<file path="src/logic/wer_pkg.sv">
// package of constants and types for the wake event reset detector
package wer_pkg;
  // =========================================
  // widths
  localparam int unsigned EVENT_COUNT = 8;
  localparam int unsigned INDEX_WIDTH = 3;
  localparam int unsigned MON_COUNT   = 3;
  // =========================================
  // reset values
  localparam logic [2:0] INDEX_RESET = 3'h0;
  localparam logic [2:0] REF_RESET   = 3'h0;
  localparam logic [7:0] EVENT_IDLE  = 8'hFF;
  localparam logic [2:0] MON_RESET   = 3'h0;
  // =========================================
  // variant select
  typedef enum logic [0:0] {
    WER_VAR_ENCODER = 1'h0,
    WER_VAR_CHANGE  = 1'h1
  } wer_variant_e;
endpackage

</file>
<file path="src/logic/wer_ref_if.sv">
// interface carrying the captured reference between the top and the reference store
interface wer_ref_if;
  logic       cap_stb;
  logic [2:0] mon;
  logic [2:0] ref_bits;
  modport top (output cap_stb, output mon, input ref_bits);
  modport store (input cap_stb, input mon, output ref_bits);
endinterface

</file>
<file path="src/logic/wer_ref_store.sv">
// three reference flip-flops loaded on the capture strobe
module wer_ref_store (
  input  wire logic clk_i,
  input  wire logic rst_n_i,
  wer_ref_if.store  ref_if
);
  // =========================================
  // reference capture
  always_ff @(posedge clk_i or negedge rst_n_i) begin
    if (!rst_n_i) begin
      ref_if.ref_bits <= wer_pkg::REF_RESET;
    end else if (ref_if.cap_stb) begin
      ref_if.ref_bits <= ref_if.mon; // [RULE7]
    end
  end
endmodule

</file>
<file path="src/logic/wer_top.sv">
// wake event reset detector: priority encoder and change detector variants
//
// Function
// [RULE1] With event inputs low, the index outputs give the highest-numbered low input.
// [RULE2] The any-event flag is high when any event input is low, else low.
// [RULE3] The wake reset pin drives only high or floats.
// [RULE4] Encoder variant enables the wake driver when arm is low and the any-event flag is high.
// [RULE5] The controller drives arm low before power-down.
// [RULE6] After controller reset arm reads high and the wake driver floats.
// [RULE7] Three flip-flops capture the monitored lines on a capture strobe rising edge.
// [RULE8] The controller pulses the capture strobe before power-down.
// [RULE9] Each stored bit is compared with its live line; match is high only when all agree.
// [RULE10] Change variant enables the wake driver when arm is low and match is false.
// [RULE11] Inverted stored bits drive their pins only while the snapshot enable is low.
// [RULE12] With no event low the index reads zero.
module wer_top #(
  parameter int unsigned EVENT_COUNT = wer_pkg::EVENT_COUNT,
  parameter int unsigned MON_COUNT   = wer_pkg::MON_COUNT
) (
  input  wire logic                    clk_i,
  input  wire logic                    resetn_i,
  input  wire logic                    variant_i,
  input  wire logic [EVENT_COUNT-1:0]  event_in_n_i,
  input  wire logic                    arm_n_i,
  input  wire logic                    capture_i,
  input  wire logic [MON_COUNT-1:0]    mon_i,
  input  wire logic                    ref_oe_n_i,
  output logic [2:0]                   index_o,
  output logic                         any_event_flag_o,
  output logic [MON_COUNT-1:0]         bit_match_o,
  output logic                         match_o,
  output logic                         wake_rst_o,
  output logic                         wake_rst_oe_o,
  output logic [MON_COUNT-1:0]         ref_inv_o,
  output logic [MON_COUNT-1:0]         ref_inv_oe_o
);
  // =========================================
  // reset release
  logic [1:0] rst_sync_q;
  logic       rst_n;
  always_ff @(posedge clk_i or negedge resetn_i) begin
    if (!resetn_i) begin
      rst_sync_q <= 2'h0;
    end else begin
      rst_sync_q <= {rst_sync_q[0], 1'h1};
    end
  end
  assign rst_n = rst_sync_q[1];

  // =========================================
  // input synchronisers, two stages each
  localparam int unsigned SW = EVENT_COUNT + MON_COUNT + 4;
  logic [SW-1:0] in_raw;
  logic [SW-1:0] sync1_q;
  logic [SW-1:0] sync2_q;
  assign in_raw = {variant_i, arm_n_i, capture_i, ref_oe_n_i, mon_i, event_in_n_i};
  always_ff @(posedge clk_i or negedge rst_n) begin
    if (!rst_n) begin
      sync1_q <= {1'h0, 1'h1, 1'h0, 1'h1, {MON_COUNT{1'h0}}, {EVENT_COUNT{1'h1}}};
      sync2_q <= {1'h0, 1'h1, 1'h0, 1'h1, {MON_COUNT{1'h0}}, {EVENT_COUNT{1'h1}}};
    end else begin
      sync1_q <= in_raw;
      sync2_q <= sync1_q;
    end
  end

  logic [EVENT_COUNT-1:0] ev_n;
  logic [MON_COUNT-1:0]   mon;
  logic                   ref_oe_n;
  logic                   cap_s;
  logic                   arm_n;
  logic                   var_chg;
  assign ev_n      = sync2_q[EVENT_COUNT-1:0];
  assign mon       = sync2_q[EVENT_COUNT +: MON_COUNT];
  assign ref_oe_n  = sync2_q[EVENT_COUNT+MON_COUNT];
  assign cap_s     = sync2_q[EVENT_COUNT+MON_COUNT+1];
  assign arm_n     = sync2_q[EVENT_COUNT+MON_COUNT+2];
  assign var_chg   = sync2_q[EVENT_COUNT+MON_COUNT+3];

  // =========================================
  // capture strobe rising edge
  logic cap_d_q;
  logic cap_rise;
  always_ff @(posedge clk_i or negedge rst_n) begin
    if (!rst_n) begin
      cap_d_q <= 1'h0;
    end else begin
      cap_d_q <= cap_s;
    end
  end
  assign cap_rise = cap_s & ~cap_d_q;

  // =========================================
  // priority encoder, highest index wins
  logic [2:0] index_d;
  logic       any_d;
  always_comb begin
    index_d = wer_pkg::INDEX_RESET; // [RULE12]
    any_d   = 1'h0;
    for (int i = 0; i < EVENT_COUNT; i++) begin
      if (!ev_n[i]) begin
        index_d = 3'(i); // [RULE1]
        any_d   = 1'h1;  // [RULE2]
      end
    end
  end

  // =========================================
  // reference store and comparator
  wer_ref_if ref_if ();
  assign ref_if.cap_stb = cap_rise;
  assign ref_if.mon     = mon;
  wer_ref_store u_store (
    .clk_i   (clk_i),
    .rst_n_i (rst_n),
    .ref_if  (ref_if)
  );
  logic [MON_COUNT-1:0] bit_eq;
  assign bit_eq = ~(ref_if.ref_bits ^ mon); // [RULE9]

  // =========================================
  // encoder outputs
  always_ff @(posedge clk_i or negedge rst_n) begin
    if (!rst_n) begin
      index_o          <= wer_pkg::INDEX_RESET;
      any_event_flag_o <= 1'h0;
    end else begin
      index_o          <= index_d;
      any_event_flag_o <= any_d;
    end
  end

  // comparator outputs
  always_ff @(posedge clk_i or negedge rst_n) begin
    if (!rst_n) begin
      bit_match_o <= {MON_COUNT{1'h1}};
      match_o     <= 1'h1;
    end else begin
      bit_match_o <= bit_eq;
      match_o     <= &bit_eq; // [RULE9]
    end
  end

  // wake reset driver: data fixed high, enable gated by arm
  always_ff @(posedge clk_i or negedge rst_n) begin
    if (!rst_n) begin
      wake_rst_o    <= 1'h1;
      wake_rst_oe_o <= 1'h0;
    end else begin
      wake_rst_o <= 1'h1; // [RULE3]
      if (var_chg == wer_pkg::WER_VAR_CHANGE) begin
        wake_rst_oe_o <= ~arm_n & ~(&bit_eq); // [RULE10] [RULE6]
      end else begin
        wake_rst_oe_o <= ~arm_n & any_d; // [RULE4] [RULE6]
      end
    end
  end

  // inverted reference pins
  always_ff @(posedge clk_i or negedge rst_n) begin
    if (!rst_n) begin
      ref_inv_o    <= ~wer_pkg::REF_RESET;
      ref_inv_oe_o <= {MON_COUNT{1'h0}};
    end else begin
      ref_inv_o    <= ~ref_if.ref_bits; // [RULE11]
      ref_inv_oe_o <= {MON_COUNT{~ref_oe_n}}; // [RULE11]
    end
  end
endmodule

</file>
<file path="config.mk">
export PLATFORM = sky130hd
export DESIGN_NAME = wer_top
export DESIGN_NICKNAME = d
export VERILOG_FILES = /design/src/logic/wer_pkg.sv /design/src/logic/wer_ref_if.sv /design/src/logic/wer_ref_store.sv /design/src/logic/wer_top.sv
export SDC_FILE = /design/constraint.sdc
export NUM_CORES = 1
export LEC_CHECK = 0
export ABC_AREA = 1
export BUFFER_PORTS_ARGS = -buffer_cell sky130_fd_sc_hd__buf_4
export CORE_AREA = 3 3 59 61
export DETAILED_ROUTE_END_ITERATION = 8
export DIE_AREA = 0 0 62 64
export GPL_TIMING_DRIVEN = 0
export PLACE_DENSITY = 0.85
export SYNTH_ARGS = -nofsm -noshare
export SYNTH_HDL_FRONTEND = slang
export SYNTH_SLANG_ARGS = --single-unit
</file>
<file path="constraint.sdc">
create_clock -name clk_i -period 1.9 [get_ports clk_i]
set_input_delay 0.19 -clock clk_i [delete_from_list [all_inputs] [get_ports clk_i]]
set_output_delay 0.19 -clock clk_i [all_outputs]
set_load 0.01 [all_outputs]
</file>
Word level (Yosys, flattened, before mapping)

Cells that the tools add are included.

Multiplexer cells: 16
Bitwise operators: 10
Reductions and logical operators: 1

Operators with widths:

| cell             | count |
|---|---|
| $mux 3           | 4 |
| $mux 1           | 10 |
| $not 3->3        | 2 |
| $mux 2           | 2 |
| $not 1->1        | 4 |
| $and 1x1->1      | 3 |
| $reduce_and 3->1 | 1 |
| $xor 3x3->3      | 1 |

Output and inout port bits: 16
Input bits: 17
Register bits: 49

Logic depth before layout (Yosys ltp)

Depth in word-level cells: 10
Depth in mapped cells: 6

Cells and area by module

Synthesis repeated with hierarchy kept, for this count alone.

Cell total of the unflattened synthesis: 104
Area, all modules: 1498.9 µm²

By module, submodules not included:

| module        | instances | cells an instance | area an instance (µm²) |
|---|---|---|---|
| wer_top       | 1         | 91                | 1386.3 |
| wer_ref_store | 1         | 13                | 112.6 |

Worst setup path before layout

Ideal clock, no wire load.

Kind: flip-flop to flip-flop
Start: register sync2_q[5]
End: register wake_rst_oe_o
Setup slack: 0.910 ns
Buffers on the path: 0
Data required time: 1.786 ns
Data arrival time: 0.876 ns
Stages on the path, launching flop included: 6
Period minus slack after synthesis: 0.990 ns
Setup time: 0.114 ns
Cells stage by stage: dfstp_2 nand2_1 nor2_2 nand3_1 nand2_1 nor2_2

Word-level cells in the longest chain between the ends: 5

Ends and longest elaborated chain:

| item                   | RTL line       | RTL |
|---|---|---|
| from (decl)            | wer_top.sv:55  | `logic [SW-1:0] sync2_q;` |
| from (signal assigned) | wer_top.sv:60  | `sync2_q <= {1'h0, 1'h1, 1'h0, 1'h1, {MON_COUNT{1'h0}}, {EVENT_COUNT{1'h1}}};` |
| from (signal assigned) | wer_top.sv:63  | `sync2_q <= sync1_q;` |
| $mux 1 (3 in series)   | wer_top.sv:101 | `if (!ev_n[i]) begin` |
| $and 1x1->1            | wer_top.sv:154 | `wake_rst_oe_o <= ~arm_n & any_d;` |
| $mux 1                 | wer_top.sv:151 | `if (var_chg == wer_pkg::WER_VAR_CHANGE) begin` |
| to (signal assigned)   | wer_top.sv:152 | `wake_rst_oe_o <= ~arm_n & ~(&bit_eq);` |
| to (signal assigned)   | wer_top.sv:154 |  |
| to (decl)              | wer_top.sv:33  | `output logic wake_rst_oe_o,` |

Every way passes these cells.
A chain may end at the register's enable or synchronous reset.

Worst setup path after layout

Start: register, netlist name ref_inv_oe_o[0]
End: output ref_inv_oe_o[2]

RTL lines:

| item      | RTL line      | RTL |
|---|---|---|
| to (decl) | wer_top.sv:35 | `output logic [MON_COUNT-1:0] ref_inv_oe_o` |

No word-level cell between the ends.

==> out/metrics.cfg <==
[global_routing]
antenna_violations_before_repair = 0
grt_pass1_wl_mm = 3.75
number_of_global_route_vias_before_repair = 864
grt_use_total_pct = 13.5
globalRouteOverflowTotal = 0
grt_start_max_net_pins = 48

[setup_path]
critPathRequiredTime_ns = 1.71
critical_path.max_fanout = 3
critical_path.most_common_cell = sky130_fd_sc_hd__buf_4
timing.critical_path.to_type = output port
r2r_start = sync2_q[4]
worstSetupStartpointType = register
slowest_cell_on_the_critical_path = sky130_fd_sc_hd__dfrtp_1
cpPeakStageDelay_ns = 0.42
crit_arrival_ns = 1.04
critPathLaunch = ref_inv_oe_o[0]
r2r_setup_slack_ns = 0.86
critical_path_cell_by_cell = buf_4, buf_4
cp-endpoint = ref_inv_oe_o[2]
worst_r2r_endpoint = wake_rst_oe_o
worstRegToRegCells = 5
crit_path_category = register to output port

[pwr]
power.density_mw_per_mm2 = 891
design_power_total_w = 0.00179
vdd_ir_drop_max_mv = 0.559
leakage_power_nw = 0.939

[final_layout]
multiInputGateArea_sq_um = 175
syn2layout_area_growth_pct = 33.8
sequential_cell_area_sq_mm = 0.00126
drive_gt1_share_pct = 52.6
final_cells = 200
nets = 172
filler_cell_count = 223
antennaDiodeCount = 0

[synth]
synthArstFlopShare_pct = 100
synth.top_cells.by_count = 27 x sky130_fd_sc_hd__dfstp_2, 22 x sky130_fd_sc_hd__dfrtp_1, 18 x sky130_fd_sc_hd__nand2_1, 11 x sky130_fd_sc_hd__inv_1, 5 x sky130_fd_sc_hd__nand2_2
netlist.area_leader.share_pct = 47.2
ys_seq_elements = 49
postSynthAreaPerCell_sq_um = 15.0
synth.most_common_cell = sky130_fd_sc_hd__dfstp_2
netlist_top_cells_area = sky130_fd_sc_hd__dfstp_2 47%, sky130_fd_sc_hd__dfrtp_1 37%, sky130_fd_sc_hd__nand2_1 4.5%
yosys_warnings = 0
mappedNetlistArea_sq_mm = 0.00150
synth_top_area_cell = sky130_fd_sc_hd__dfstp_2
ys_seq_area_share_pct = 83.8
netlist-cell-type-count = 14
synth_enable_flop_cells = 0
post_synth_inst_count = 100
most_instantiated_flip_flop_cell_in_the_synthesis_netlist = sky130_fd_sc_hd__dfstp_2

[timing]
finalSetupViolations = 0
fin_skew_ns = 0.00904
slew_headroom_pct = 39.5
period_needed_ns = 1.23
timing_worst_slew_pin_value_ns = 0.908
timing.final.crit_share_pct = 64.6
finalSetupTns_ns = 0
final_hold_viol_count = 0
timing.final.ws_setup_ns = 0.673
rsz0062_at_grt = false
report.final.slew_viol_count = 0
fmaxAchievable_mhz = 815

[routing]
avgRoutedWirePerCell_um = 10.7
routed_wirelength_mm = 2.15
final_antenna_net_count = 0
vias = 820
dr.pass1.iters = 4
drt_drc_violations_left = 0
vias_per_cell = 4.10
drt-initial-drc-count = 11

[cts]
cts-htree-levels = 2
cts_inserted_buffers = 5
tritoncts_clock_tree = built
clock_latency_ns = 0.36
cts.sinks = 49
clk_pin_slew_ns = 0.13
post_cts_resized = 0
cts.path.max_buffers = 2
cts.root.buffer_cell = sky130_fd_sc_hd__clkbuf_4

[place]
pre_cts_ws_ns = 0.859
place_inst = 176
place_congestion = 0.684
io_buffer_count = 31
dp_hpwl_mm = 1.44

[floorplan]
die_height_um = 64
core-area_sq_mm = 0.00303
io_pins = 33
starting_density_pct = 49.6
die_width_um = 62
floorplan_die_area_sq_mm = 0.00397
rows = 20

[outcome]
outcome = finished clean

[flow_run]
max-cap-violations = 0

[min_path]
worstHoldPathType = input port to asynchronous set/reset pin

==> cells by family after synthesis <==
logic type / Yosys count / share of synthesized area [%]
flip-flops: 49 / 83.8
AND/OR/NAND/NOR: 29 / 9.24
buffers and inverters: 16 / 4.75
AO/OA/AOI/OAI: 5 / 1.91
other: 1 / 0.250
==> how the worst min path moves through the flow <==
stage                        start            end  slack [ns]  depth (start not counted)
after floorplan           resetn_i  rst_sync_q[0]       -0.11                          0
after global placement    resetn_i  rst_sync_q[0]       -0.03                          1
after detailed placement  resetn_i  rst_sync_q[0]       -0.03                          1
after CTS                 resetn_i  rst_sync_q[1]        0.11                          2
after global routing      resetn_i  rst_sync_q[1]        0.09                          2
final                     resetn_i  rst_sync_q[1]        0.13                          2
==> repair_timing <==
item	CTS	global route
endpoints found under the hold margin	17	0
buffers inserted	0	0
hold buffers	16	0
==> flip-flops by register name, indices dropped and copies added (netlist names) <==
name	flops
sync2_q	15
match_o	1
ref_inv_oe_o	1
index_o	3
bit_match_o	3
rst_sync_q	2
any_event_flag_o	1
cap_d_q	1
ref_inv_o	3
wake_rst_oe_o	1
sync1_q	15
u_store.ref_if.ref_bits	3
==> stage by stage <==
| step | util [%] | hold WS (ns) | instance area (sq um) |
|---|---|---|---|
| after global placement | 59.3 | -0.0271 | 1790 |
| after global routing | 66.4 | 0.0882 | 2010 |
| after CTS | 66.4 | 0.113 | 2010 |
| after detailed placement | 59.3 | -0.0273 | 1800 |
| after floorplan | - | -0.106 | 1510 |
| final | 66.4 | 0.125 | 2010 |
==> area by class of cell <==
| type | instances | share of cell area (%) |
|---|---|---|
| Clock buffer | 5 | 1.87 |
| Sequential cell | 49 | 62.7 |
| Clock inverter | 3 | 0.871 |
| Tap cell | 44 | 2.74 |
| Inverter | 13 | 2.43 |
| Timing Repair Buffer | 47 | 19.5 |
| Buffer | 3 | 1.12 |
| Multi-Input combinational cell | 36 | 8.71 |
==> report_power, final <==
part | switching, W | internal, W | total (W)
combinational | 0.0000680 | 0.0000950 | 0.000163
clock | 0.000305 | 0.000141 | 0.000445
sequential | 0.0000443 | 0.00114 | 0.00118
==> layout by cell type (no fill, tap or decap) <==
cell,instances
sky130_fd_sc_hd__nor2_2,4
sky130_fd_sc_hd__dfrtp_1,21
sky130_fd_sc_hd__o21ai_0,3
sky130_fd_sc_hd__a31o_2,1
sky130_fd_sc_hd__conb_1,2
sky130_fd_sc_hd__buf_4,34
sky130_fd_sc_hd__inv_2,2
sky130_fd_sc_hd__nand3_2,1
sky130_fd_sc_hd__nand2_2,5
sky130_fd_sc_hd__clkinv_4,1
sky130_fd_sc_hd__nand3_1,1
sky130_fd_sc_hd__clkbuf_4,5
sky130_fd_sc_hd__dfrtp_2,1
sky130_fd_sc_hd__nand2_1,18
sky130_fd_sc_hd__clkinv_1,1
sky130_fd_sc_hd__dlygate4sd3_1,16
sky130_fd_sc_hd__dfstp_2,27
sky130_fd_sc_hd__inv_1,11
sky130_fd_sc_hd__o21ai_1,1
sky130_fd_sc_hd__clkinv_2,1
==> layer usage <==
metal  wire (um)  share of wire [%]  vias up  GRT usage [%]
li1            -                  -      405              -
met1         813                 38      382           14.6
met2        1180                 55       27           22.3
met3          92                4.3        6           4.85
met4          58                2.7        0           7.16
met5           0                  0        -              0
==> worst max-delay path: cells and delay by family (launching register included) <==
| kind | cells | cell delay [ns] |
|---|---|---|
| buffers and inverters | 2 | 0.26 |
| flip-flops | 1 | 0.42 |
No activity file was read; power rests on OpenSTA's default activity.
